--- src/verilog/bridge_pkg.sv ---
// Shared constants, field layouts and state encodings of the read-path and write-error bridge
package bridge_pkg;
	// ------------------------------------------------------------
	// Widths and depths
	// ------------------------------------------------------------
	localparam int DATA_W = 32;
	localparam int FIFO_DEPTH = 16;
	localparam int CNT_W = 5;
	localparam int IDX_W = 4;
	localparam int SUB_BITS = 8;
	localparam logic [CNT_W-1:0] BURST_WORDS = 5'h08;
	localparam logic [2:0] BURST_LAST_BEAT = 3'h7;
	localparam logic [31:0] SINGLE_SPAN_BYTES = 32'h0000_0020;
	// ------------------------------------------------------------
	// Register offsets (byte addresses)
	// ------------------------------------------------------------
	localparam logic [7:0] CONTROL_OFFSET = 8'h00;
	localparam logic [7:0] WRITE_ERROR_STATUS_OFFSET = 8'h04;
	localparam logic [7:0] TRIGGER_LEVELS_OFFSET = 8'h08;
	localparam logic [7:0] LOCAL_BASE_OFFSET = 8'h0c;
	localparam logic [7:0] LOCAL_LIMIT_OFFSET = 8'h10;
	localparam logic [7:0] READ_STATE_OFFSET = 8'h14;
	// ------------------------------------------------------------
	// Reset values and field positions
	// ------------------------------------------------------------
	localparam logic [31:0] CONTROL_RESET = 32'h0000_0300;
	localparam logic [31:0] TRIGGER_LEVELS_RESET = 32'h0000_0804;
	localparam logic [31:0] LOCAL_BASE_RESET = 32'h0000_0000;
	localparam logic [31:0] LOCAL_LIMIT_RESET = 32'hffff_fffc;
	localparam int INHIBIT_BIT = 0;
	localparam int RETRY_LIMIT_LSB = 8;
	localparam int FIRST_LEVEL_LSB = 0;
	localparam int PREFETCH_LEVEL_LSB = 8;
	localparam int STATUS_W = 9;
	localparam int ST_SERR = 0;
	localparam int ST_MASTER_ABORT = 1;
	localparam int ST_RETRY = 2;
	localparam int ST_BURST_RETRY = 3;
	localparam int ST_RETRY_DISCONNECT = 4;
	localparam int ST_PERR = 5;
	localparam int ST_RETRY_TIMEOUT = 6;
	localparam int ST_TARGET_ABORT = 7;
	localparam int ST_READ_ERROR = 8;
	// ------------------------------------------------------------
	// Encodings
	// ------------------------------------------------------------
	typedef enum logic [3:0] {
		CMD_MEM_READ = 4'h6,
		CMD_MEM_READ_MULTIPLE = 4'hc,
		CMD_MEM_READ_LINE = 4'he
	} pci_cmd_t;
	typedef enum logic [2:0] {
		TERM_COMPLETE = 3'h0,
		TERM_SERR = 3'h1,
		TERM_MASTER_ABORT = 3'h2,
		TERM_RETRY = 3'h3,
		TERM_DISCONNECT = 3'h4,
		TERM_PERR = 3'h5,
		TERM_LATENCY_TIMEOUT = 3'h6,
		TERM_TARGET_ABORT = 3'h7
	} write_term_t;
	typedef enum logic [2:0] {
		RD_IDLE = 3'h0,
		RD_FETCH = 3'h1,
		RD_STREAM = 3'h2,
		RD_TERMINATE = 3'h3,
		RD_DRAIN = 3'h4
	} read_state_t;
endpackage : bridge_pkg

--- src/verilog/read_fifo.sv ---
// Flip-flop prefetch FIFO carrying local read data toward the PCI side
`timescale 1ns/10ps
module read_fifo
	import bridge_pkg::*;
(
	input wire logic clk,
	input wire logic rst_b,
	input wire logic push,
	input wire logic [bridge_pkg::DATA_W-1:0] push_data,
	input wire logic pop,
	input wire logic flush,
	output logic [bridge_pkg::DATA_W-1:0] head,
	output logic [bridge_pkg::CNT_W-1:0] count
);
	logic [DATA_W-1:0] store [FIFO_DEPTH];
	logic [IDX_W-1:0] wr_idx;
	logic [IDX_W-1:0] rd_idx;
	logic do_push;
	logic do_pop;

	// Full and empty guards keep pointers honest
	assign do_push = push && (count != CNT_W'(FIFO_DEPTH));
	assign do_pop = pop && (count != '0);
	assign head = store[rd_idx];

	// Storage, written by index
	always_ff @(posedge clk)
	begin
		if (do_push)
			store[wr_idx] <= push_data;
	end

	// Pointers and occupancy; flush drops everything at once
	always_ff @(posedge clk)
	begin
		if (!rst_b || flush)
		begin
			wr_idx <= '0;
			rd_idx <= '0;
			count <= '0;
		end
		else
		begin
			if (do_push)
				wr_idx <= wr_idx + 1'b1;
			if (do_pop)
				rd_idx <= rd_idx + 1'b1;
			if (do_push && !do_pop)
				count <= count + 1'b1;
			else if (do_pop && !do_push)
				count <= count - 1'b1;
		end
	end
endmodule : read_fifo

--- src/verilog/pci_bridge_core.sv ---
// Bridge top: posted-write error handling and PCI-initiated read path with prefetch
//
// Contract
// - Error on a local burst in progress gives error and transfer acknowledge together.
// - SERR raises SERR status; burst writes also flush the write FIFO.
// - Master abort raises its status and flushes, single or burst.
// - Retries reissue up to limit; final retry raises retry status, burst flushes.
// - Burst disconnect retried up to limit; final one raises disconnect status, flush.
// - Data PERR raises PERR status; burst also flushes the FIFO.
// - Burst latency timeout retried to limit; final raises timeout status, flush.
// - Target abort raises its status and flushes the write FIFO.
// - With inhibit enabled, error status blocks local writes until cleared.
// - Only memory read, read multiple and read line are answered.
// - Local retry before first data becomes a PCI retry.
// - Only one PCI-initiated read is serviced at a time.
// - Memory read substitutes high bits, low bits from lowest byte lane.
// - Read multiple and read line use a word-aligned local address.
// - Burst reads assert all byte enables, ignoring PCI byte enables.
// - Memory read is one single local read, then disconnect with data.
// - Eight-word bursts fill FIFO; near the limit switch to singles.
// - Initiator termination discards unread prefetched data.
// - FIFO data reaches the PCI side within two PCI clocks.
// - FIFO empty after first data phase gives disconnect without data.
// - Read multiple holds first data until the first-transfer trigger level.
// - At the prefetch trigger level further local reads are started.
`timescale 1ns/10ps
module pci_bridge_core
	import bridge_pkg::*;
(
	input wire logic clk,
	input wire logic rst_b,
	// APB slave
	input wire logic psel,
	input wire logic penable,
	input wire logic pwrite,
	input wire logic [31:0] paddr,
	input wire logic [31:0] pwdata,
	output logic [31:0] prdata,
	output logic pready,
	output logic pslverr,
	// Posted write, local side
	input wire logic local_write_start,
	input wire logic local_sequential_address,
	input wire logic local_write_busy,
	output logic bridge_error_acknowledge,
	output logic bridge_transfer_acknowledge,
	output logic local_write_inhibit,
	output logic local_to_pci_fifo_flush,
	// Posted write, PCI core side
	input wire logic pci_write_done_toggle,
	input wire logic [2:0] pci_write_term,
	output logic pci_write_reissue,
	// PCI target read side
	input wire logic pci_clk,
	input wire logic pci_read_cmd_valid,
	input wire logic [3:0] pci_read_cmd,
	input wire logic [31:0] pci_read_addr,
	input wire logic [3:0] pci_read_be_b,
	input wire logic pci_data_request,
	input wire logic pci_read_end,
	output logic [31:0] pci_read_data,
	output logic pci_read_data_valid,
	output logic pci_disconnect_with_data,
	output logic pci_disconnect_without_data,
	output logic pci_retry,
	// Local read master
	output logic local_read_request,
	output logic [31:0] local_read_addr,
	output logic [3:0] local_read_be,
	output logic local_read_burst,
	input wire logic local_read_ack,
	input wire logic [31:0] local_read_data,
	input wire logic local_read_retry,
	input wire logic local_read_error
);
	// ------------------------------------------------------------
	// Synchronisers for PCI-side pins
	// ------------------------------------------------------------
	logic [47:0] pin_meta;
	logic [47:0] pin_sync;
	logic pclk_d;
	logic wr_toggle_d;
	logic end_d;

	// Two flops on every pin from the PCI domain
	always_ff @(posedge clk)
	begin
		if (!rst_b)
		begin
			pin_meta <= '0;
			pin_sync <= '0;
		end
		else
		begin
			pin_meta <= {pci_clk, pci_read_cmd_valid, pci_read_cmd, pci_read_addr,
				pci_read_be_b, pci_data_request, pci_read_end, pci_write_done_toggle,
				pci_write_term};
			pin_sync <= pin_meta;
		end
	end

	logic s_pclk;
	logic s_cmd_valid;
	logic [3:0] s_cmd;
	logic [31:0] s_addr;
	logic [3:0] s_be_b;
	logic s_data_req;
	logic s_end;
	logic s_wr_toggle;
	logic [2:0] s_term;
	logic pci_edge;
	logic write_event;
	assign {s_pclk, s_cmd_valid, s_cmd, s_addr, s_be_b, s_data_req, s_end, s_wr_toggle,
		s_term} = pin_sync;
	assign pci_edge = s_pclk && !pclk_d;
	assign write_event = s_wr_toggle ^ wr_toggle_d;

	// Edge detectors look only at synchronised copies
	always_ff @(posedge clk)
	begin
		if (!rst_b)
		begin
			pclk_d <= 1'b0;
			wr_toggle_d <= 1'b0;
			end_d <= 1'b0;
		end
		else
		begin
			pclk_d <= s_pclk;
			wr_toggle_d <= s_wr_toggle;
			end_d <= s_end;
		end
	end

	// ------------------------------------------------------------
	// Register file
	// ------------------------------------------------------------
	logic [31:0] control;
	logic [31:0] trigger_levels;
	logic [31:0] local_base;
	logic [31:0] local_limit;
	logic [STATUS_W-1:0] write_error_status;
	logic [STATUS_W-1:0] status_set;
	logic [STATUS_W-1:0] status_clear;
	logic apb_access;
	logic apb_write;
	logic mapped;
	logic [31:0] read_mux;
	read_state_t rd_state;
	logic [CNT_W-1:0] fifo_count;

	assign apb_access = psel && penable && !pready;
	assign apb_write = psel && penable && pready && pwrite && mapped; // Lands at the pready edge
	assign status_clear = (apb_write && paddr[7:0] == WRITE_ERROR_STATUS_OFFSET) ?
		pwdata[STATUS_W-1:0] : '0;

	// Address decode; unmapped or high addresses answer with an error
	always_comb
	begin
		mapped = (paddr[31:8] == 24'h00_0000) && (paddr[1:0] == 2'h0);
		read_mux = 32'h0000_0000;
		case (paddr[7:0])
			CONTROL_OFFSET: read_mux = control;
			WRITE_ERROR_STATUS_OFFSET: read_mux = {{(32-STATUS_W){1'b0}}, write_error_status};
			TRIGGER_LEVELS_OFFSET: read_mux = trigger_levels;
			LOCAL_BASE_OFFSET: read_mux = local_base;
			LOCAL_LIMIT_OFFSET: read_mux = local_limit;
			READ_STATE_OFFSET: read_mux = {21'h00_0000, fifo_count, 3'h0, rd_state};
			default: mapped = 1'b0;
		endcase
	end

	// One wait state so the answer leaves from flops
	always_ff @(posedge clk)
	begin
		if (!rst_b)
		begin
			pready <= 1'b0;
			pslverr <= 1'b0;
			prdata <= 32'h0000_0000;
		end
		else
		begin
			pready <= apb_access;
			pslverr <= apb_access && !mapped;
			prdata <= (apb_access && !pwrite && mapped) ? read_mux : 32'h0000_0000;
		end
	end

	// Writable configuration
	always_ff @(posedge clk)
	begin
		if (!rst_b)
		begin
			control <= CONTROL_RESET;
			trigger_levels <= TRIGGER_LEVELS_RESET;
			local_base <= LOCAL_BASE_RESET;
			local_limit <= LOCAL_LIMIT_RESET;
		end
		else if (apb_write)
		begin
			case (paddr[7:0])
				CONTROL_OFFSET: control <= {20'h0_0000, pwdata[11:8], 7'h00, pwdata[0]};
				TRIGGER_LEVELS_OFFSET: trigger_levels <= {19'h0_0000, pwdata[12:8], 3'h0,
					pwdata[4:0]};
				LOCAL_BASE_OFFSET: local_base <= {pwdata[31:32-SUB_BITS], {(32-SUB_BITS){1'b0}}};
				LOCAL_LIMIT_OFFSET: local_limit <= {pwdata[31:2], 2'h0};
				default: control <= control;
			endcase
		end
	end

	// Sticky error bits, write one to clear; a new event beats the clear
	always_ff @(posedge clk)
	begin
		if (!rst_b)
			write_error_status <= '0;
		else
			write_error_status <= (write_error_status & ~status_clear) | status_set;
	end

	// ------------------------------------------------------------
	// Posted write terminations
	// ------------------------------------------------------------
	logic write_is_burst;
	logic retrying;
	logic [3:0] retry_count;
	logic retry_left;
	logic [STATUS_W-1:0] write_set;
	logic err_term;
	logic do_flush;
	logic do_reissue;
	logic read_error_set;

	assign retry_left = retry_count < control[RETRY_LIMIT_LSB +: 4];
	assign status_set = write_set | ({{(STATUS_W-1){1'b0}}, read_error_set} << ST_READ_ERROR);

	// Classify each finished PCI write attempt
	always_comb
	begin
		write_set = '0;
		do_flush = 1'b0;
		do_reissue = 1'b0;
		err_term = 1'b0;
		if (write_event)
		begin
			case (write_term_t'(s_term))
				TERM_SERR:
				begin
					write_set[ST_SERR] = 1'b1;
					do_flush = write_is_burst;
					err_term = 1'b1;
				end
				TERM_MASTER_ABORT:
				begin
					write_set[ST_MASTER_ABORT] = 1'b1;
					do_flush = 1'b1;
					err_term = 1'b1;
				end
				TERM_RETRY:
				begin
					do_reissue = retry_left;
					write_set[ST_RETRY] = !retry_left && !write_is_burst;
					write_set[ST_BURST_RETRY] = !retry_left && write_is_burst;
					do_flush = !retry_left && write_is_burst;
				end
				TERM_DISCONNECT:
				begin
					// A single write that disconnects has completed
					do_reissue = retry_left && write_is_burst;
					write_set[ST_RETRY_DISCONNECT] = !retry_left && write_is_burst;
					do_flush = !retry_left && write_is_burst;
				end
				TERM_PERR:
				begin
					write_set[ST_PERR] = 1'b1;
					do_flush = write_is_burst;
					err_term = 1'b1;
				end
				TERM_LATENCY_TIMEOUT:
				begin
					do_reissue = retry_left && write_is_burst;
					write_set[ST_RETRY_TIMEOUT] = !retry_left && write_is_burst;
					do_flush = !retry_left && write_is_burst;
				end
				TERM_TARGET_ABORT:
				begin
					write_set[ST_TARGET_ABORT] = 1'b1;
					do_flush = 1'b1;
					err_term = 1'b1;
				end
				default: write_set = '0;
			endcase
		end
	end

	// Burst flag and retry count follow each new posted write
	always_ff @(posedge clk)
	begin
		if (!rst_b)
		begin
			write_is_burst <= 1'b0;
			retry_count <= 4'h0;
			retrying <= 1'b0;
		end
		else if (local_write_start)
		begin
			write_is_burst <= local_sequential_address;
			retry_count <= 4'h0;
			retrying <= 1'b0;
		end
		else if (write_event)
		begin
			retry_count <= retry_count + {3'h0, do_reissue};
			retrying <= do_reissue;
		end
	end

	// Write-side outputs, all registered
	always_ff @(posedge clk)
	begin
		if (!rst_b)
		begin
			bridge_error_acknowledge <= 1'b0;
			bridge_transfer_acknowledge <= 1'b0;
			local_to_pci_fifo_flush <= 1'b0;
			pci_write_reissue <= 1'b0;
			local_write_inhibit <= 1'b0;
		end
		else
		begin
			bridge_error_acknowledge <= err_term && write_is_burst && local_write_busy;
			bridge_transfer_acknowledge <= err_term && write_is_burst && local_write_busy;
			local_to_pci_fifo_flush <= do_flush;
			pci_write_reissue <= do_reissue;
			// Retries in flight also hold off new writes
			local_write_inhibit <= retrying || do_reissue ||
				(control[INHIBIT_BIT] && (|write_error_status[ST_TARGET_ABORT:0]));
		end
	end

	// ------------------------------------------------------------
	// PCI-initiated reads
	// ------------------------------------------------------------
	logic is_single;
	logic [31:0] next_addr;
	logic lm_busy;
	logic [2:0] beat;
	logic first_done;
	logic fetched;
	logic fetch_stop;
	logic issue;
	logic near_limit;
	logic push;
	logic pop;
	logic flush_rd;
	logic read_ended;
	logic cmd_ok;
	logic first_ready;
	logic [31:0] fifo_head;
	logic [4:0] first_level;
	logic [4:0] prefetch_level;

	assign first_level = trigger_levels[FIRST_LEVEL_LSB +: 5];
	assign prefetch_level = trigger_levels[PREFETCH_LEVEL_LSB +: 5];
	assign cmd_ok = (s_cmd == CMD_MEM_READ) || (s_cmd == CMD_MEM_READ_MULTIPLE) ||
		(s_cmd == CMD_MEM_READ_LINE);
	assign read_ended = s_end && !end_d;
	assign near_limit = (local_limit - next_addr) < SINGLE_SPAN_BYTES;
	// Data arriving after the initiator has gone is dropped
	assign push = local_read_ack && lm_busy && (rd_state == RD_FETCH || rd_state == RD_STREAM);
	assign pop = pci_edge && s_data_req && pci_read_data_valid && rd_state == RD_STREAM;
	assign flush_rd = read_ended || rd_state == RD_IDLE;
	assign first_ready = is_single ? (fifo_count != '0) :
		((fifo_count >= first_level && fifo_count != '0) ||
		(fetch_stop && !lm_busy && fifo_count != '0));
	// Start reads while room for a whole burst remains and occupancy is at or below the trigger level
	assign issue = !lm_busy && !fetch_stop && (rd_state == RD_FETCH || rd_state == RD_STREAM) &&
		(is_single ? !fetched : (fifo_count <= prefetch_level &&
		fifo_count <= CNT_W'(FIFO_DEPTH) - BURST_WORDS));

	read_fifo u_read_fifo (
		.clk(clk),
		.rst_b(rst_b),
		.push(push),
		.push_data(local_read_data),
		.pop(pop),
		.flush(flush_rd),
		.head(fifo_head),
		.count(fifo_count)
	);

	// Read sequencer; a second command arriving before this one has drained is ignored
	always_ff @(posedge clk)
	begin
		if (!rst_b)
		begin
			rd_state <= RD_IDLE;
			is_single <= 1'b0;
			first_done <= 1'b0;
			read_error_set <= 1'b0;
		end
		else
		begin
			read_error_set <= 1'b0;
			case (rd_state)
				RD_IDLE:
					if (pci_edge && s_cmd_valid && cmd_ok)
					begin
						rd_state <= RD_FETCH;
						is_single <= (s_cmd == CMD_MEM_READ);
						first_done <= 1'b0;
					end
				RD_FETCH, RD_STREAM:
				begin
					if (read_ended)
						rd_state <= lm_busy ? RD_DRAIN : RD_IDLE;
					else if (lm_busy && local_read_error)
					begin
						read_error_set <= 1'b1;
						rd_state <= RD_TERMINATE;
					end
					else if (lm_busy && local_read_retry && !first_done && fifo_count == '0)
						rd_state <= RD_TERMINATE;
					else if (rd_state == RD_FETCH && first_ready)
					begin
						rd_state <= RD_STREAM;
						first_done <= 1'b1;
					end
				end
				RD_TERMINATE:
					if (read_ended)
						rd_state <= lm_busy ? RD_DRAIN : RD_IDLE;
				RD_DRAIN:
					if (!lm_busy)
						rd_state <= RD_IDLE;
				default: rd_state <= RD_IDLE;
			endcase
		end
	end

	// Local read master: single or eight-beat burst
	always_ff @(posedge clk)
	begin
		if (!rst_b || rd_state == RD_IDLE)
		begin
			lm_busy <= 1'b0;
			beat <= 3'h0;
			fetched <= 1'b0;
			fetch_stop <= 1'b0;
			next_addr <= 32'h0000_0000;
			local_read_request <= 1'b0;
			local_read_addr <= 32'h0000_0000;
			local_read_be <= 4'h0;
			local_read_burst <= 1'b0;
			if (rst_b && pci_edge && s_cmd_valid && cmd_ok)
				next_addr <= {local_base[31:32-SUB_BITS], s_addr[31-SUB_BITS:2], 2'h0};
		end
		else if (issue)
		begin
			lm_busy <= 1'b1;
			beat <= 3'h0;
			fetched <= 1'b1;
			local_read_request <= 1'b1;
			local_read_burst <= !is_single && !near_limit;
			if (is_single)
			begin
				local_read_be <= ~s_be_b;
				local_read_addr <= {next_addr[31:2], !s_be_b[0] ? 2'h0 : !s_be_b[1] ? 2'h1 :
					!s_be_b[2] ? 2'h2 : 2'h3};
			end
			else
			begin
				local_read_be <= 4'hf;
				local_read_addr <= next_addr;
			end
		end
		else if (lm_busy && (local_read_retry || local_read_error))
		begin
			// After first data a retry simply reissues from the same address
			lm_busy <= 1'b0;
			local_read_request <= 1'b0;
			fetch_stop <= local_read_error;
		end
		else if (lm_busy && local_read_ack)
		begin
			beat <= beat + 3'h1;
			next_addr <= next_addr + 32'h0000_0004;
			fetch_stop <= (next_addr + 32'h0000_0004) > local_limit;
			if (!local_read_burst || beat == BURST_LAST_BEAT)
			begin
				lm_busy <= 1'b0;
				local_read_request <= 1'b0;
				local_read_burst <= 1'b0;
			end
		end
	end

	// PCI-side answer, refreshed every cycle, well inside two PCI clocks
	always_ff @(posedge clk)
	begin
		if (!rst_b)
		begin
			pci_read_data <= 32'h0000_0000;
			pci_read_data_valid <= 1'b0;
			pci_disconnect_with_data <= 1'b0;
			pci_disconnect_without_data <= 1'b0;
			pci_retry <= 1'b0;
		end
		else
		begin
			pci_read_data <= fifo_head;
			pci_read_data_valid <= rd_state == RD_STREAM && fifo_count != '0 && !pop;
			// Last buffered word goes out as disconnect with data
			pci_disconnect_with_data <= rd_state == RD_STREAM &&
				(is_single || fifo_count == 5'h01);
			pci_disconnect_without_data <= rd_state == RD_TERMINATE ||
				(rd_state == RD_STREAM && fifo_count == '0);
			pci_retry <= rd_state == RD_TERMINATE && !first_done;
		end
	end
endmodule : pci_bridge_core

--- config.mk ---
export PLATFORM = sky130hd
export DESIGN_NAME = pci_bridge_core
export DESIGN_NICKNAME = d
export VERILOG_FILES = /design/src/verilog/bridge_pkg.sv /design/src/verilog/read_fifo.sv /design/src/verilog/pci_bridge_core.sv
export SDC_FILE = /design/constraint.sdc
export NUM_CORES = 1
export LEC_CHECK = 0
export ABC_CLOCK_PERIOD_IN_PS = 5100
export BUFFER_PORTS_ARGS = -buffer_cell sky130_fd_sc_hd__buf_2
export CAP_MARGIN = 20
export CORE_ASPECT_RATIO = 0.9
export CORE_UTILIZATION = 54
export DETAILED_ROUTE_END_ITERATION = 6
export GPL_ROUTABILITY_DRIVEN = 1
export PLACE_DENSITY_LB_ADDON = 0.12
export SLEW_MARGIN = 20
export SYNTH_ARGS = -nofsm -noshare
export SYNTH_HDL_FRONTEND = slang
export SYNTH_SLANG_ARGS = --single-unit
--- constraint.sdc ---
create_clock -name clk -period 5.1 [get_ports clk]
set_clock_uncertainty 0.15 [all_clocks]
set_input_delay 1.02 -clock clk [delete_from_list [all_inputs] [get_ports clk]]
set_output_delay 1.02 -clock clk [all_outputs]
set_load 0.05 [all_outputs]
## Word level (Yosys, flattened, before mapping)

Memory sizes are Yosys's and may differ from the RTL's. A register that Yosys moved wholly into a read port is not among the register bits.
Index checks and enable logic that the tools add are counted.

| storage, ports and cells | value |
|---|---|
| memory bits (writable) | 512 |
| input port bits | 155 |
| bits in registers | 303 |
| memories kept | 1 |
| output and inout port bits | 113 |
| memory bits (read-only) | 0 |
| bits in latches | 0 |
| word-level logic and storage cells | 275 |

| cells by class | value |
|---|---|
| bitwise operators | 10 |
| order comparisons | 6 |
| multiplexer cells | 56 |
| add/subtract/negate cells | 8 |
| shift operators | 0 |
| equal/unequal tests | 33 |
| multipliers | 0 |
| div/mod/pow operators | 0 |
| reductions and logical operators | 122 |

Memories:

| name | words | width | read ports | clocked after Yosys merged registers in | write ports | RTL line | source |
|---|---|---|---|---|---|---|---|
| u_read_fifo.store | 16 | 32 | 1 | 1 | 1 | read_fifo.sv:15 | `logic [DATA_W-1:0] store [FIFO_DEPTH];` |

Operators with widths:

| cell | number |
|---|---|
| $pmux W32 S6 | 1 |
| $mux W32 | 5 |
| $logic_and A1 B1 Y1 | 51 |
| $add A32 B3 Y32 const B | 1 |
| $gt A32 B32 Y1 | 1 |
| $lt A32 B6 Y1 const B | 1 |
| $sub A32 B32 Y32 | 1 |
| $mux W1 | 29 |
| $logic_not A24 Y1 | 1 |
| $mux W3 | 8 |
| $reduce_and A2 Y1 | 10 |
| $logic_not A1 Y1 | 19 |
| $eq A3 B3 Y1 const B | 6 |
| $or A9 B9 Y9 | 2 |
| $eq A8 B4 Y1 const B | 2 |
| $eq A8 B5 Y1 const B | 2 |
| $ne A2 B2 Y1 const B | 8 |
| $logic_or A1 B1 Y1 | 13 |
| $eq A3 B2 Y1 const B | 4 |
| $pmux W3 S4 | 1 |
| $reduce_bool A2 Y1 | 6 |
| $reduce_or A2 Y1 | 6 |
| $mux W5 | 2 |
| $ne A5 B5 Y1 const B | 2 |
| other kinds (39) | 53 |

## Longest topological paths before layout

Gate-level depths: netlist (run 1).

| logic depth | value |
|---|---|
| depth in word-level cells | 11 |
| depth in mapped cells | 17 |
| gate-level depth less buffers | 17 |

## By module

From an unflattened synthesis (run 1), not the netlist that was laid out.

| second synthesis, totals | value |
|---|---|
| cells, all modules | 2377 |
| area, all modules | 33701.1 µm² |

Modules (own cells, without submodules):

| module | area an instance (µm²) | times used | cells an instance | seq. area each (µm²) |
|---|---|---|---|---|
| read_fifo | 20053.0 | 1 | 895 | 15715.1 |
| pci_bridge_core | 13648.1 | 1 | 1482 | 6306.0 |

## Worst setup path after synthesis (run 1)

No wires, ideal clock.

| timing | value |
|---|---|
| kind | input port to flip-flop |
| start | input port local_read_ack |
| end | memory u_read_fifo.store[3][0], enable pin |
| data arrival time | 4.312 ns |
| cell stages on the path | 4 |
| setup time | 0.461 ns |
| path buffers | 0 |
| data required time | 4.489 ns |
| setup slack | 0.177 ns |
| cell sequence | nand2_1 a311oi_1 nand2_1 nor3_1 |

| on the way | value |
|---|---|
| word-level cells in the longest chain between the ends | 5 |

RTL lines:

| item | RTL line | source |
|---|---|---|
| from (decl) | pci_bridge_core.sv:71 | `input wire logic local_read_ack,` |
| $logic_and A1 B1 Y1 (2 in a row) | pci_bridge_core.sv:371 | `assign push = local_read_ack && lm_busy && (rd_state == RD_FETCH \|\| rd_state == RD_STREAM);` |
| $logic_and A1 B1 Y1 | read_fifo.sv:22 | `assign do_push = push && (count != CNT_W'(FIFO_DEPTH));` |
| via u_read_fifo.do_push | read_fifo.sv:18 | `logic do_push;` |
| $mux W1 | read_fifo.sv:29 | `if (do_push)` |
| $mux W1 (implied by the code) | read_fifo.sv:30 | `store[wr_idx] <= push_data;` |
| to (decl) | read_fifo.sv:15 |  |

The timed path passes the listed nets, and every way through them passes these cells.

## Final worst setup path (run 1)

| timing | value |
|---|---|
| start | register next_addr[2] |
| end | register fetch_stop |

| on the way | value |
|---|---|
| word-level cells in the longest chain between the ends | 4 |

RTL lines:

| item | RTL line | source |
|---|---|---|
| from (decl) | pci_bridge_core.sv:346 | `logic [31:0] next_addr;` |
| from (signal assigned) | pci_bridge_core.sv:457 | `next_addr <= {local_base[31:32-SUB_BITS], s_addr[31-SUB_BITS:2], 2'h0};` |
| from (signal assigned) | pci_bridge_core.sv:488 | `next_addr <= next_addr + 32'h0000_0004;` |
| $add A32 B3 Y32 | pci_bridge_core.sv:489 | `fetch_stop <= (next_addr + 32'h0000_0004) > local_limit;` |
| $gt A32 B32 Y1 | pci_bridge_core.sv:489 |  |
| $mux W1 | pci_bridge_core.sv:485 | `else if (lm_busy && local_read_ack)` |
| $mux W1 | pci_bridge_core.sv:478 | `else if (lm_busy && (local_read_retry \|\| local_read_error))` |
| to (signal assigned) | pci_bridge_core.sv:483 | `fetch_stop <= local_read_error;` |
| to (signal assigned) | pci_bridge_core.sv:489 |  |
| to (decl) | pci_bridge_core.sv:351 | `logic fetch_stop;` |

No other way between the ends. The select of a mux whose other input is x is not followed.
A chain may end at the register's enable or synchronous reset.

==> flow_summary.json, run 1 <==
{
  "syn2layout_area_growth_pct": 15.1,
  "port_buffers": 257,
  "cp-end-kind": "flip-flop",
  "min_period_ps": 4260,
  "cts_setup_buffers": 0,
  "post_synth_num_cell_types": 69,
  "dp_hpwl_um": 50900,
  "cts-resized-gates": 0,
  "antenna_found_initial": 4,
  "yosysSeqAreaShare": 0.653,
  "synth-seq-cells": 825,
  "critPathMaxStageDelay_ps": 480,
  "globalRouteOverflowTotal": 0,
  "hp-class": "reg2reg",
  "maxCapViolCount": 0,
  "cts-root-buf": "clkbuf_16",
  "cts_buffer_depth": 3,
  "fin_nets": 2832,
  "design.die.area_mm2": 0.0633,
  "drc_errors": 0,
  "grt_setup_unrepaired": "false",
  "p_leak_nw": 13.9,
  "synth-edff-count": 542,
  "grt_max_degree": 132,
  "layout.cells.non_filler": 3446,
  "period_share": 0.835,
  "syn-num-nets": 2555,
  "cts_buffers": 81,
  "powerDensity_mw_per_mm2": 397,
  "synth.avg_cell_area_um2": 14.5,
  "slew_headroom": 0.339,
  "cts_tree": "built",
  "crit_chain": "ha_1 -> nand3_1 -> nor3_1 -> nand3_1 -> inv_1 -> nand4_1 -> nor2_1 -> nand3_1 -> xnor2_1 -> ha_1 -> nand4_1 -> nor4_1 -> buf_4 -> a31oi_1 -> o221ai_1 -> a21oi_1",
  "viasPerCell": 5.89,
  "grt_pass1_wl_um": 121000,
  "grt_use_total": 0.256,
  "max_freq_ghz": 0.235,
  "htree_levels": 3,
  "wire_per_inst_um": 23.3,
  "core_mm2": 0.0613,
  "synthCells": 2312,
  "max-vdd-ir-drop_v": 0.000310,
  "clk_pin_slew_worst_paths_ps": 60,
  "crit_top_cell": "nand3_1",
  "critPathMaxFanout": 7,
  "critPathSlowestCell": "nor3_1",
  "worstSetupPathType": "reg2reg",
  "setup_tns_ps": 0,
  "finalHoldViolations": 0,
  "synth-main-ff-cell": "edfxtp_1",
  "drt-initial-drc-count": 1644,
  "cp.arrival_ps": 4620,
  "met1_length_um": 33400,
  "route.met2.wl_um": 40400,
  "antenna_left": 0,
  "cp.required_ps": 5470,
  "top_layer_used": "met5",
  "final_common_cell": "edfxtp_1",
  "num_rows": 86,
  "syn_area_mm2": 0.0336,
  "die_h_um": 239,
  "mostFrequentLayoutCells": "edfxtp_1 (542), dfxtp_1 (279), buf_2 (256), nand2_1 (176), mux4_2 (160)",
  "tightest_slew_ps": 989,
  "start_kind": "flip-flop",
  "status": "completed",
  "async_flop_share": 0,
  "die_w_um": 265,
  "firstDrtPassIters": 5,
  "wl_um": 80400,
  "ios": 268,
  "final_layout_size_suffix_gt1_frac": 0.238,
  "cts.sinks": 825,
  "worstSkewPairLatency_ps": 630,
  "vias": 20300,
  "yosys_warnings": 0,
  "cts_hold_buf": 0,
  "route.met3.wl_um": 4620,
  "initial_utilization": 0.548,
  "slew_violations": 0,
  "grt_pass1_vias": 20300,
  "place_inst": 3298,
  "setup-violations-final": 0,
  "place_congestion": 0.906
}
routing by layer:
metal,vias up,GRT usage
met5,-,0
met3,125,0.0391
met2,645,0.441
met4,6,0.0702
li1,9286,-
met1,10200,0.341
stage by stage:
stage	hold WS [ps]	utilization	worst slack [ps]	area, µm²	power [mW]
global placement	271	0.587	973	36000	9.50
floorplan	257	-	177	33600	8.90
finish	282	0.631	843	38700	15.4
global route	300	0.631	470	38700	16.0
detailed placement	268	0.587	893	36000	9.51
CTS	281	0.631	870	38700	15.5
flip-flops by register name (all words and copies together), names as in the netlist, 30 cells and up:
| name | cells |
|---|---|
| u_read_fifo.store | 512 |
| prdata | 32 |
| pci_read_data | 32 |
| local_limit | 30 |
| pin_meta | 38 |
| next_addr | 30 |
| local_read_addr | 32 |
| pin_sync | 38 |
synth_stat cells (3+ instances only):
master | number | area (µm²)
edfxtp_1 | 542 | 16300
and4_1 | 3 | 26.3
ha_1 | 88 | 1100
nand2b_1 | 16 | 100
and2_1 | 121 | 757
dfxtp_1 | 283 | 5670
a21o_1 | 17 | 128
nor4b_1 | 5 | 43.8
a22oi_1 | 17 | 128
xor2_1 | 18 | 158
nor2_1 | 103 | 387
o31ai_1 | 6 | 45.0
nand3_1 | 29 | 145
mux2i_1 | 33 | 330
a21oi_1 | 92 | 460
a211o_1 | 4 | 35.0
and3_1 | 7 | 43.8
o221ai_1 | 3 | 26.3
a31oi_1 | 12 | 75.1
o21ai_1 | 3 | 15.0
a22o_1 | 30 | 263
mux2_2 | 6 | 67.6
nor3_1 | 47 | 235
xnor2_1 | 46 | 403
o211ai_1 | 36 | 270
nor2b_1 | 43 | 269
a211oi_1 | 5 | 37.5
a222oi_1 | 5 | 50.1
clkbuf_1 | 96 | 360
o21a_1 | 9 | 67.6
o21ai_0 | 36 | 180
nor3b_1 | 5 | 37.5
or3_1 | 6 | 37.5
nor4_1 | 16 | 100
o2111ai_1 | 5 | 43.8
buf_1 | 16 | 60.1
nand2_1 | 176 | 661
mux4_2 | 160 | 3600
a311oi_1 | 7 | 61.3
nand4_1 | 27 | 169
inv_1 | 93 | 349
o31a_1 | 3 | 26.3
a2111oi_0 | 3 | 26.3
worst max-delay path: cells and delay by family, from the launching register on:
kind                       cells  cell delay (ps)
DFF                            1              470
AOI/OAI and AO/OA              3              340
buffers and inverters          2              310
adders and majority gates      2              530
and+or+nand+nor                8             2150
xor gates and xnor gates       1              180
worst paths after layout:
| kind | start | end | slack (ps) | depth (start not counted) |
|---|---|---|---|---|
| worst max-delay path | next_addr[2] | fetch_stop | 840 | 16 |
| worst min-delay path | pin_meta[46] | pin_sync[46] | 280 | 1 |
| worst max register to register | next_addr[2] | fetch_stop | 840 | 16 |
| worst min register to register | pin_meta[46] | pin_sync[46] | 280 | 1 |
power by group:
group          total (mW)  switching [mW]  internal, mW
logic                1.93            1.28         0.657
clock network        5.98            2.51          3.47
registers            7.47           0.164          7.30
cells by family (layout without fill, tap and decap cells):
| family | after synthesis | count (layout) | synth area share |
|---|---|---|---|
| buf+inv | 208 | 549 | 0.0235 |
| compound gates | 311 | 311 | 0.0626 |
| mux | 199 | 199 | 0.119 |
| xor+xnor | 64 | 64 | 0.0167 |
| flops | 825 | 825 | 0.653 |
| simple gates | 617 | 617 | 0.0928 |
| other cells | 0 | 1 | 0 |
| fa+ha+maj | 88 | 88 | 0.0328 |
layout make-up:
class	count	area, µm²
diodes	1	2.50
clock buffers	122	2400
clock inverters	25	290
fillers	4593	22600
inverters	93	349
multi-input cells	1279	11000
flip-flops and latches	825	22000
well taps	792	991
repair buffers	309	1720
Power figures use the tool's default switching activity.
==> inputs of run 2 (changes only) <==
ABC_AREA = 1   (was unset)
ABC_CLOCK_PERIOD_IN_PS = 4260   (was 5100)
CORE_UTILIZATION = 60   (was 54)
clock period = 4.26 ns   (was 5.1 ns; I/O delays follow)
==> run 2 against run 1 <==
The flow now finishes with violations (design-rule violations). Synthesized area grew 4.2%. Wire length grew 14%. Flip-flop and latch count is the same. Highest routed layer unchanged.
==> flow_summary.json, run 2 <==
{
  "yosysSeqAreaShare": 0.627,
  "hp-class": "in2reg",
  "final_area_mm2": 0.0400,
  "die_h_um": 231,
  "design.die.area_mm2": 0.0593,
  "worst-path-buf-inv": 3,
  "top_register": "u_read_fifo.store",
  "cts_setup_buffers": 0,
  "worstSetupPathType": "reg2reg",
  "cp.arrival_ps": 4090,
  "slew_headroom": 0.294,
  "synth-seq-cells": 825,
  "globalRouteOverflowTotal": 0,
  "place_inst": 4359,
  "wire_per_inst_um": 20.4,
  "critPathSlowestCell": "edfxtp_1",
  "syn-num-nets": 3692,
  "yosys_warnings": 0,
  "synth-edff-count": 542,
  "place_congestion": 0.955,
  "final_layout_size_suffix_gt1_frac": 0.137,
  "top_regs": "u_read_fifo.store x512, pin_meta x38, pin_sync x38",
  "grt_max_degree": 258,
  "wl_um": 92000,
  "port_buffers": 257,
  "worstSkewPairLatency_ps": 650,
  "synthTopCellsByArea": "edfxtp_1 (46%), dfxtp_1 (16%), nand2_1 (5.9%), o21ai_0 (5.0%), nor2_1 (4.1%)",
  "synth.avg_cell_area_um2": 10.2,
  "cp-end-kind": "flip-flop",
  "cts-root-buf": "clkbuf_16",
  "die_w_um": 257,
  "cts_buffers": 81,
  "layout.cells.non_filler": 4511,
  "min_period_ps": 3660,
  "synth_largest_area_cell": "edfxtp_1",
  "drc_errors": 2,
  "critPathMaxStageDelay_ps": 480,
  "grt_pass1_wl_um": 141000,
  "power_mw": 19.0,
  "final_util": 0.698,
  "initial_utilization": 0.611,
  "slew_violations": 0,
  "syn_area_mm2": 0.0350,
  "synth.most_common_cell": "nand2_1",
  "critPathLaunch": "next_addr[2]",
  "antenna_left": 0,
  "status": "finished with violations",
  "viasPerCell": 5.90,
  "maxCapViolCount": 0,
  "worst_slack_ps": 598,
  "antenna_found_initial": 3,
  "drt-initial-drc-count": 2607,
  "htree_levels": 3,
  "firstDrtPassIters": 7,
  "cts_hold_buf": 0,
  "core_mm2": 0.0573,
  "syn2layout_area_growth_pct": 14.2,
  "crit_top_cell": "nand3_1",
  "setup_tns_ps": 0,
  "critPathTopFamily": "simple AND/OR/NAND/NOR gates",
  "cts_tree": "built",
  "vias": 26600,
  "netlist_top_cells_count": "nand2_1 (551), edfxtp_1 (542), nor2_1 (386)",
  "cts.sinks": 825,
  "clk_pin_slew_worst_paths_ps": 60,
  "place_ws_ps": 687,
  "violations": "design-rule violations",
  "hold_start": "pci_write_term[1]",
  "mostFrequentLayoutCells": "nand2_1 (551), edfxtp_1 (542), inv_1 (378), nor2_1 (369), o21ai_0 (351)",
  "cts-resized-gates": 0,
  "final_common_cell": "nand2_1",
  "cp.required_ps": 4680,
  "p_leak_nw": 15.9,
  "crit_chain": "inv_2 -> nor3_4 -> nand3_2 -> inv_2 -> nand3_1 -> nor3_1 -> xor2_1 -> inv_1 -> ha_1 -> nand2_1 -> o21ai_0 -> nand3_1 -> a41oi_1 -> nor2_1 -> nand2_1 -> nand3_1 -> a31oi_1",
  "num_rows": 83,
  "max-vdd-ir-drop_v": 0.000524,
  "grt_setup_unrepaired": "false",
  "powerDensity_mw_per_mm2": 474,
  "max_freq_ghz": 0.273,
  "tightest_slew_ps": 1060,
  "largest_reg_flops": 512,
  "finalHoldViolations": 0,
  "synth-main-ff-cell": "edfxtp_1",
  "start_kind": "flip-flop",
  "grt_pass1_vias": 25400,
  "r2r-start": "next_addr[2]",
  "critPathMaxFanout": 6,
  "fin_nets": 3921,
  "cts_buffer_depth": 3,
  "synthCells": 3449,
  "setup-violations-final": 0,
  "async_flop_share": 0,
  "grt_use_total": 0.306,
  "ios": 268,
  "synth_top_area_frac": 0.465,
  "worst_hold_slack_ps": 243,
  "period_share": 0.860,
  "post_dp_cell_area_mm2": 0.0372,
  "post_synth_num_cell_types": 55,
  "dp_hpwl_um": 59200
}
==> run 2: changes by cell type in the layout (fill, tap and decap cells not counted), sizes merged, moves of 38 or more <==
cell / delta
nand2: +379
o211ai: +38
nand3: +74
o221ai: +90
inv: +300
a21oi: +80
nor2: +295
o21ai: +322
o22ai: +46
xnor2: -44
and2: -119
mux4: -160
nor2b: -43
==> run 2: path summary, 6_finish.rpt <==
check / endpoint / slack, ps / depth (start not counted)
setup / recovery: fetch_stop / 600 / 17
hold reg to reg: pin_sync[22] / 250 / 2
hold / removal: pin_meta[1] / 240 / 3
setup reg to reg: fetch_stop / 600 / 17
==> run 2: cell type report <==
cell class / count / area [µm²]
Antenna cell: 2 / 5.00
Clock inverter: 38 / 477
Multi-Input combinational cell: 2073 / 11100
Clock buffer: 111 / 2310
Tap cell: 765 / 957
Fill cell: 4280 / 17300
Inverter: 395 / 1490
Sequential cell: 825 / 22000
Timing Repair Buffer: 302 / 1730
==> run 2: power breakdown <==
| part | internal, mW | switching (mW) | leakage (nW) |
|---|---|---|---|
| Clock | 4.28 | 3.07 | 1.37 |
| Combinational | 0.716 | 1.94 | 7.31 |
| Sequential | 8.76 | 0.184 | 7.26 |
==> run 2: kinds of logic after synthesis <==
group / after synthesis / synth area share
and+or+nand+nor: 1186 / 0.144
DFF: 825 / 0.627
AOI/OAI and AO/OA: 785 / 0.133
buffers and inverters: 551 / 0.0613
adders and majority gates: 88 / 0.0314
xor gates and xnor gates: 14 / 0.00350
==> run 2: tightest hold or removal path, delay by kind of cell <==
family / cells / cell delay [ps]
buffers and inverters: 2 / 120
and+or+nand+nor: 1 / 40
==> run 2: per-layer routing <==
layer	wire, µm	vias up	global-route usage
li1	-	12400	-
met1	38200	12800	0.406
met2	44200	1184	0.513
met3	6860	197	0.0454
met4	2710	4	0.114
met5	26	-	0
==> inputs of run 3 (changes only) <==
ABC_AREA = unset   (was 1)
CAP_MARGIN = unset   (was 20)
==> run 3 against run 2 <==
The flow now finishes without violations. Final cell count is 25% lower. Wire length fell by 11%. Hold slack improved by 37 ps. Clock power decreased by 3.5%. Die area is 4.0% lower. Clock-buffer cell count grew 5. Sequential share of layout area grew 1.8 points. Combinational power is 12% lower. Flip-flop and latch count did not move. Final area down 3.1%. Via count is 23% lower. Critical path type unchanged. Largest power group unchanged.
==> flow_summary.json, run 3 (synthesis results as in run 1) <==
{
  "grt_pass1_vias": 20600,
  "top_regs": "u_read_fifo.store x512, pin_meta x38, pin_sync x38",
  "worstSkewPairLatency_ps": 620,
  "grt_setup_unrepaired": "false",
  "top_register": "u_read_fifo.store",
  "clk_pin_slew_worst_paths_ps": 60,
  "worst-path-buf-inv": 4,
  "initial_utilization": 0.613,
  "worstSetupPathType": "reg2reg",
  "cts.sinks": 825,
  "wl_um": 82100,
  "layout.cells.non_filler": 3400,
  "num_rows": 81,
  "drc_errors": 0,
  "cp-end-kind": "flip-flop",
  "port_buffers": 257,
  "ios": 268,
  "grt_max_degree": 86,
  "die_w_um": 252,
  "syn2layout_area_growth_pct": 15.2,
  "period_share": 0.905,
  "place_inst": 3251,
  "firstDrtPassIters": 5,
  "grt_use_total": 0.291,
  "tightest_slew_ps": 818,
  "cts_buffers": 79,
  "globalRouteOverflowTotal": 0,
  "cp.required_ps": 4620,
  "cp.arrival_ps": 4210,
  "largest_reg_flops": 512,
  "core_mm2": 0.0548,
  "final_layout_size_suffix_gt1_frac": 0.236,
  "worst_slack_ps": 407,
  "clkPwrFrac": 0.386,
  "crit_chain": "ha_1 -> nand3_1 -> nor3_1 -> buf_4 -> nand3_1 -> inv_1 -> nand4_1 -> nor2_2 -> nand3_1 -> xnor2_1 -> ha_1 -> nand4_1 -> buf_4 -> nor4_4 -> buf_4 -> a31oi_1 -> o221ai_1 -> a21oi_1",
  "fin_nets": 2830,
  "seqPwrFrac": 0.487,
  "hold_start": "pin_meta[17]",
  "combPwrFrac": 0.126,
  "wire_per_inst_um": 24.1,
  "final_util": 0.707,
  "min_period_ps": 3850,
  "internal-power_mw": 13.6,
  "start_kind": "flip-flop",
  "hp-class": "reg2reg",
  "finalHoldViolations": 0,
  "reg2reg_to": "fetch_stop",
  "cts-root-buf": "clkbuf_16",
  "dp_hpwl_um": 50700,
  "setup_tns_ps": 0,
  "setup-violations-final": 0,
  "max_freq_ghz": 0.260,
  "cts_buffer_depth": 3,
  "drt-initial-drc-count": 1634,
  "critPathTopFamily": "simple AND/OR/NAND/NOR gates",
  "final_common_cell": "edfxtp_1",
  "vias": 20600,
  "reg2reg_depth": 18,
  "p_switching_mw": 4.74,
  "status": "completed",
  "grt_pass1_wl_um": 123000,
  "critPathSlowestCell": "edfxtp_1",
  "netSwitchingFraction": 0.258,
  "holdPathStages": 1,
  "max-vdd-ir-drop_v": 0.000517,
  "slew_headroom": 0.450,
  "fill_cells": 3663,
  "hold_end": "pin_sync[17]",
  "mostFrequentLayoutCells": "edfxtp_1 (542), dfxtp_1 (279), buf_2 (256), nand2_1 (176), mux4_2 (160)",
  "powerDensity_mw_per_mm2": 473,
  "critPathMaxFanout": 7,
  "place_ws_ps": -14.2,
  "maxCapViolCount": 0,
  "p_leak_nw": 13.8,
  "antenna_found_initial": 5,
  "r2r_slack_ps": 410,
  "htree_levels": 3,
  "r2r-start": "next_addr[2]",
  "design.die.area_mm2": 0.0570,
  "place_congestion": 0.907,
  "worst_hold_slack_ps": 280,
  "slew_violations": 0,
  "viasPerCell": 6.06,
  "cts_tree": "built",
  "antenna_left": 0,
  "critPathMaxStageDelay_ps": 470,
  "die_h_um": 227
}
[run 3: changes by cell type in the layout (fill, tap and decap cells not counted), moves of 33 or more]
cell	before	now
mux4_2	0	160
and2_1	3	121
o211ai_1	74	36
xnor2_1	2	46
o22ai_1	48	2
o221ai_1	93	3
nor2_1	369	90
nand3_1	100	29
mux2i_1	0	33
a21oi_1	166	91
o21ai_0	351	36
nand2_1	551	176
nor2b_1	0	43
inv_1	378	93
[run 3: power groups by stage]
stage                     Clock, mW  Sequential (mW)  Combinational (mW)
after floorplan                   0             9.15                1.51
after global placement            0             9.09                2.27
after detailed placement          0             9.10                2.29
after CTS                      7.17             8.93                2.31
after global routing           7.46             8.95                2.54
final                          7.09             8.93                2.32
[run 3: timing repair]
| action | CTS | global route |
|---|---|---|
| pin swaps | 0 | 1 |
| gates resized for setup | 1 | 2 |
| gates cloned | 0 | 0 |
| hold buffers | 0 | 0 |
| endpoints found under the setup margin | 1 | 1 |
| setup buffers | 0 | 2 |
[run 3: routing by layer]
| layer | share of wire | vias up | global-route usage | routed length, µm |
|---|---|---|---|---|
| met5 | 0.00045 | - | 0 | 37 |
| met4 | 0.028 | 6 | 0.0930 | 2330 |
| met3 | 0.057 | 156 | 0.0443 | 4720 |
| met2 | 0.51 | 739 | 0.503 | 41700 |
| met1 | 0.41 | 10400 | 0.381 | 33300 |
| li1 | - | 9307 | - | - |
[run 3: area by class of cell]
cell class	instances	area, µm²	share of cell area
Clock buffer	116	2290	0.0591
Clock inverter	29	348	0.00898
Antenna cell	2	5.00	0.000129
Inverter	93	349	0.00901
Timing Repair Buffer	309	1800	0.0466
Sequential cell	825	22000	0.567
Multi-Input combinational cell	1279	11100	0.285
Tap cell	747	935	0.0241
[run 3: how the worst max path moves through the flow]
| stage | from | cells after the start | slack [ps] | to |
|---|---|---|---|---|
| 3_5_place_dp | next_addr[2] | 17 | -10 | fetch_stop |
| 3_3_place_gp | next_addr[2] | 17 | -70 | fetch_stop |
| 6_report | next_addr[2] | 18 | 410 | fetch_stop |
| 5_1_grt | next_addr[2] | 18 | 120 | fetch_stop |
| 2_1_floorplan | local_read_ack | 4 | 360 | u_read_fifo.store[7][0] |
| 4_1_cts | next_addr[2] | 17 | 100 | fetch_stop |
[run 3: per-stage QoR]
stage	cell area [µm²]	total power, mW
global placement	36100	11.4
floorplan	33600	10.7
detailed placement	36100	11.4
finish	38700	18.3
global route	38700	19.0
CTS	38700	18.4
[run 3: worst reg2reg max path, cell delays in order, from the launching register on]
cell,delay (ps)
edfxtp_1,470
ha_1,230
nand3_1,130
nor3_1,170
buf_4,170
nand3_1,150
inv_1,110
nand4_1,200
nor2_2,260
nand3_1,140
xnor2_1,170
ha_1,300
nand4_1,80
buf_4,170
nor4_4,360
buf_4,180
a31oi_1,80
o221ai_1,190
a21oi_1,60
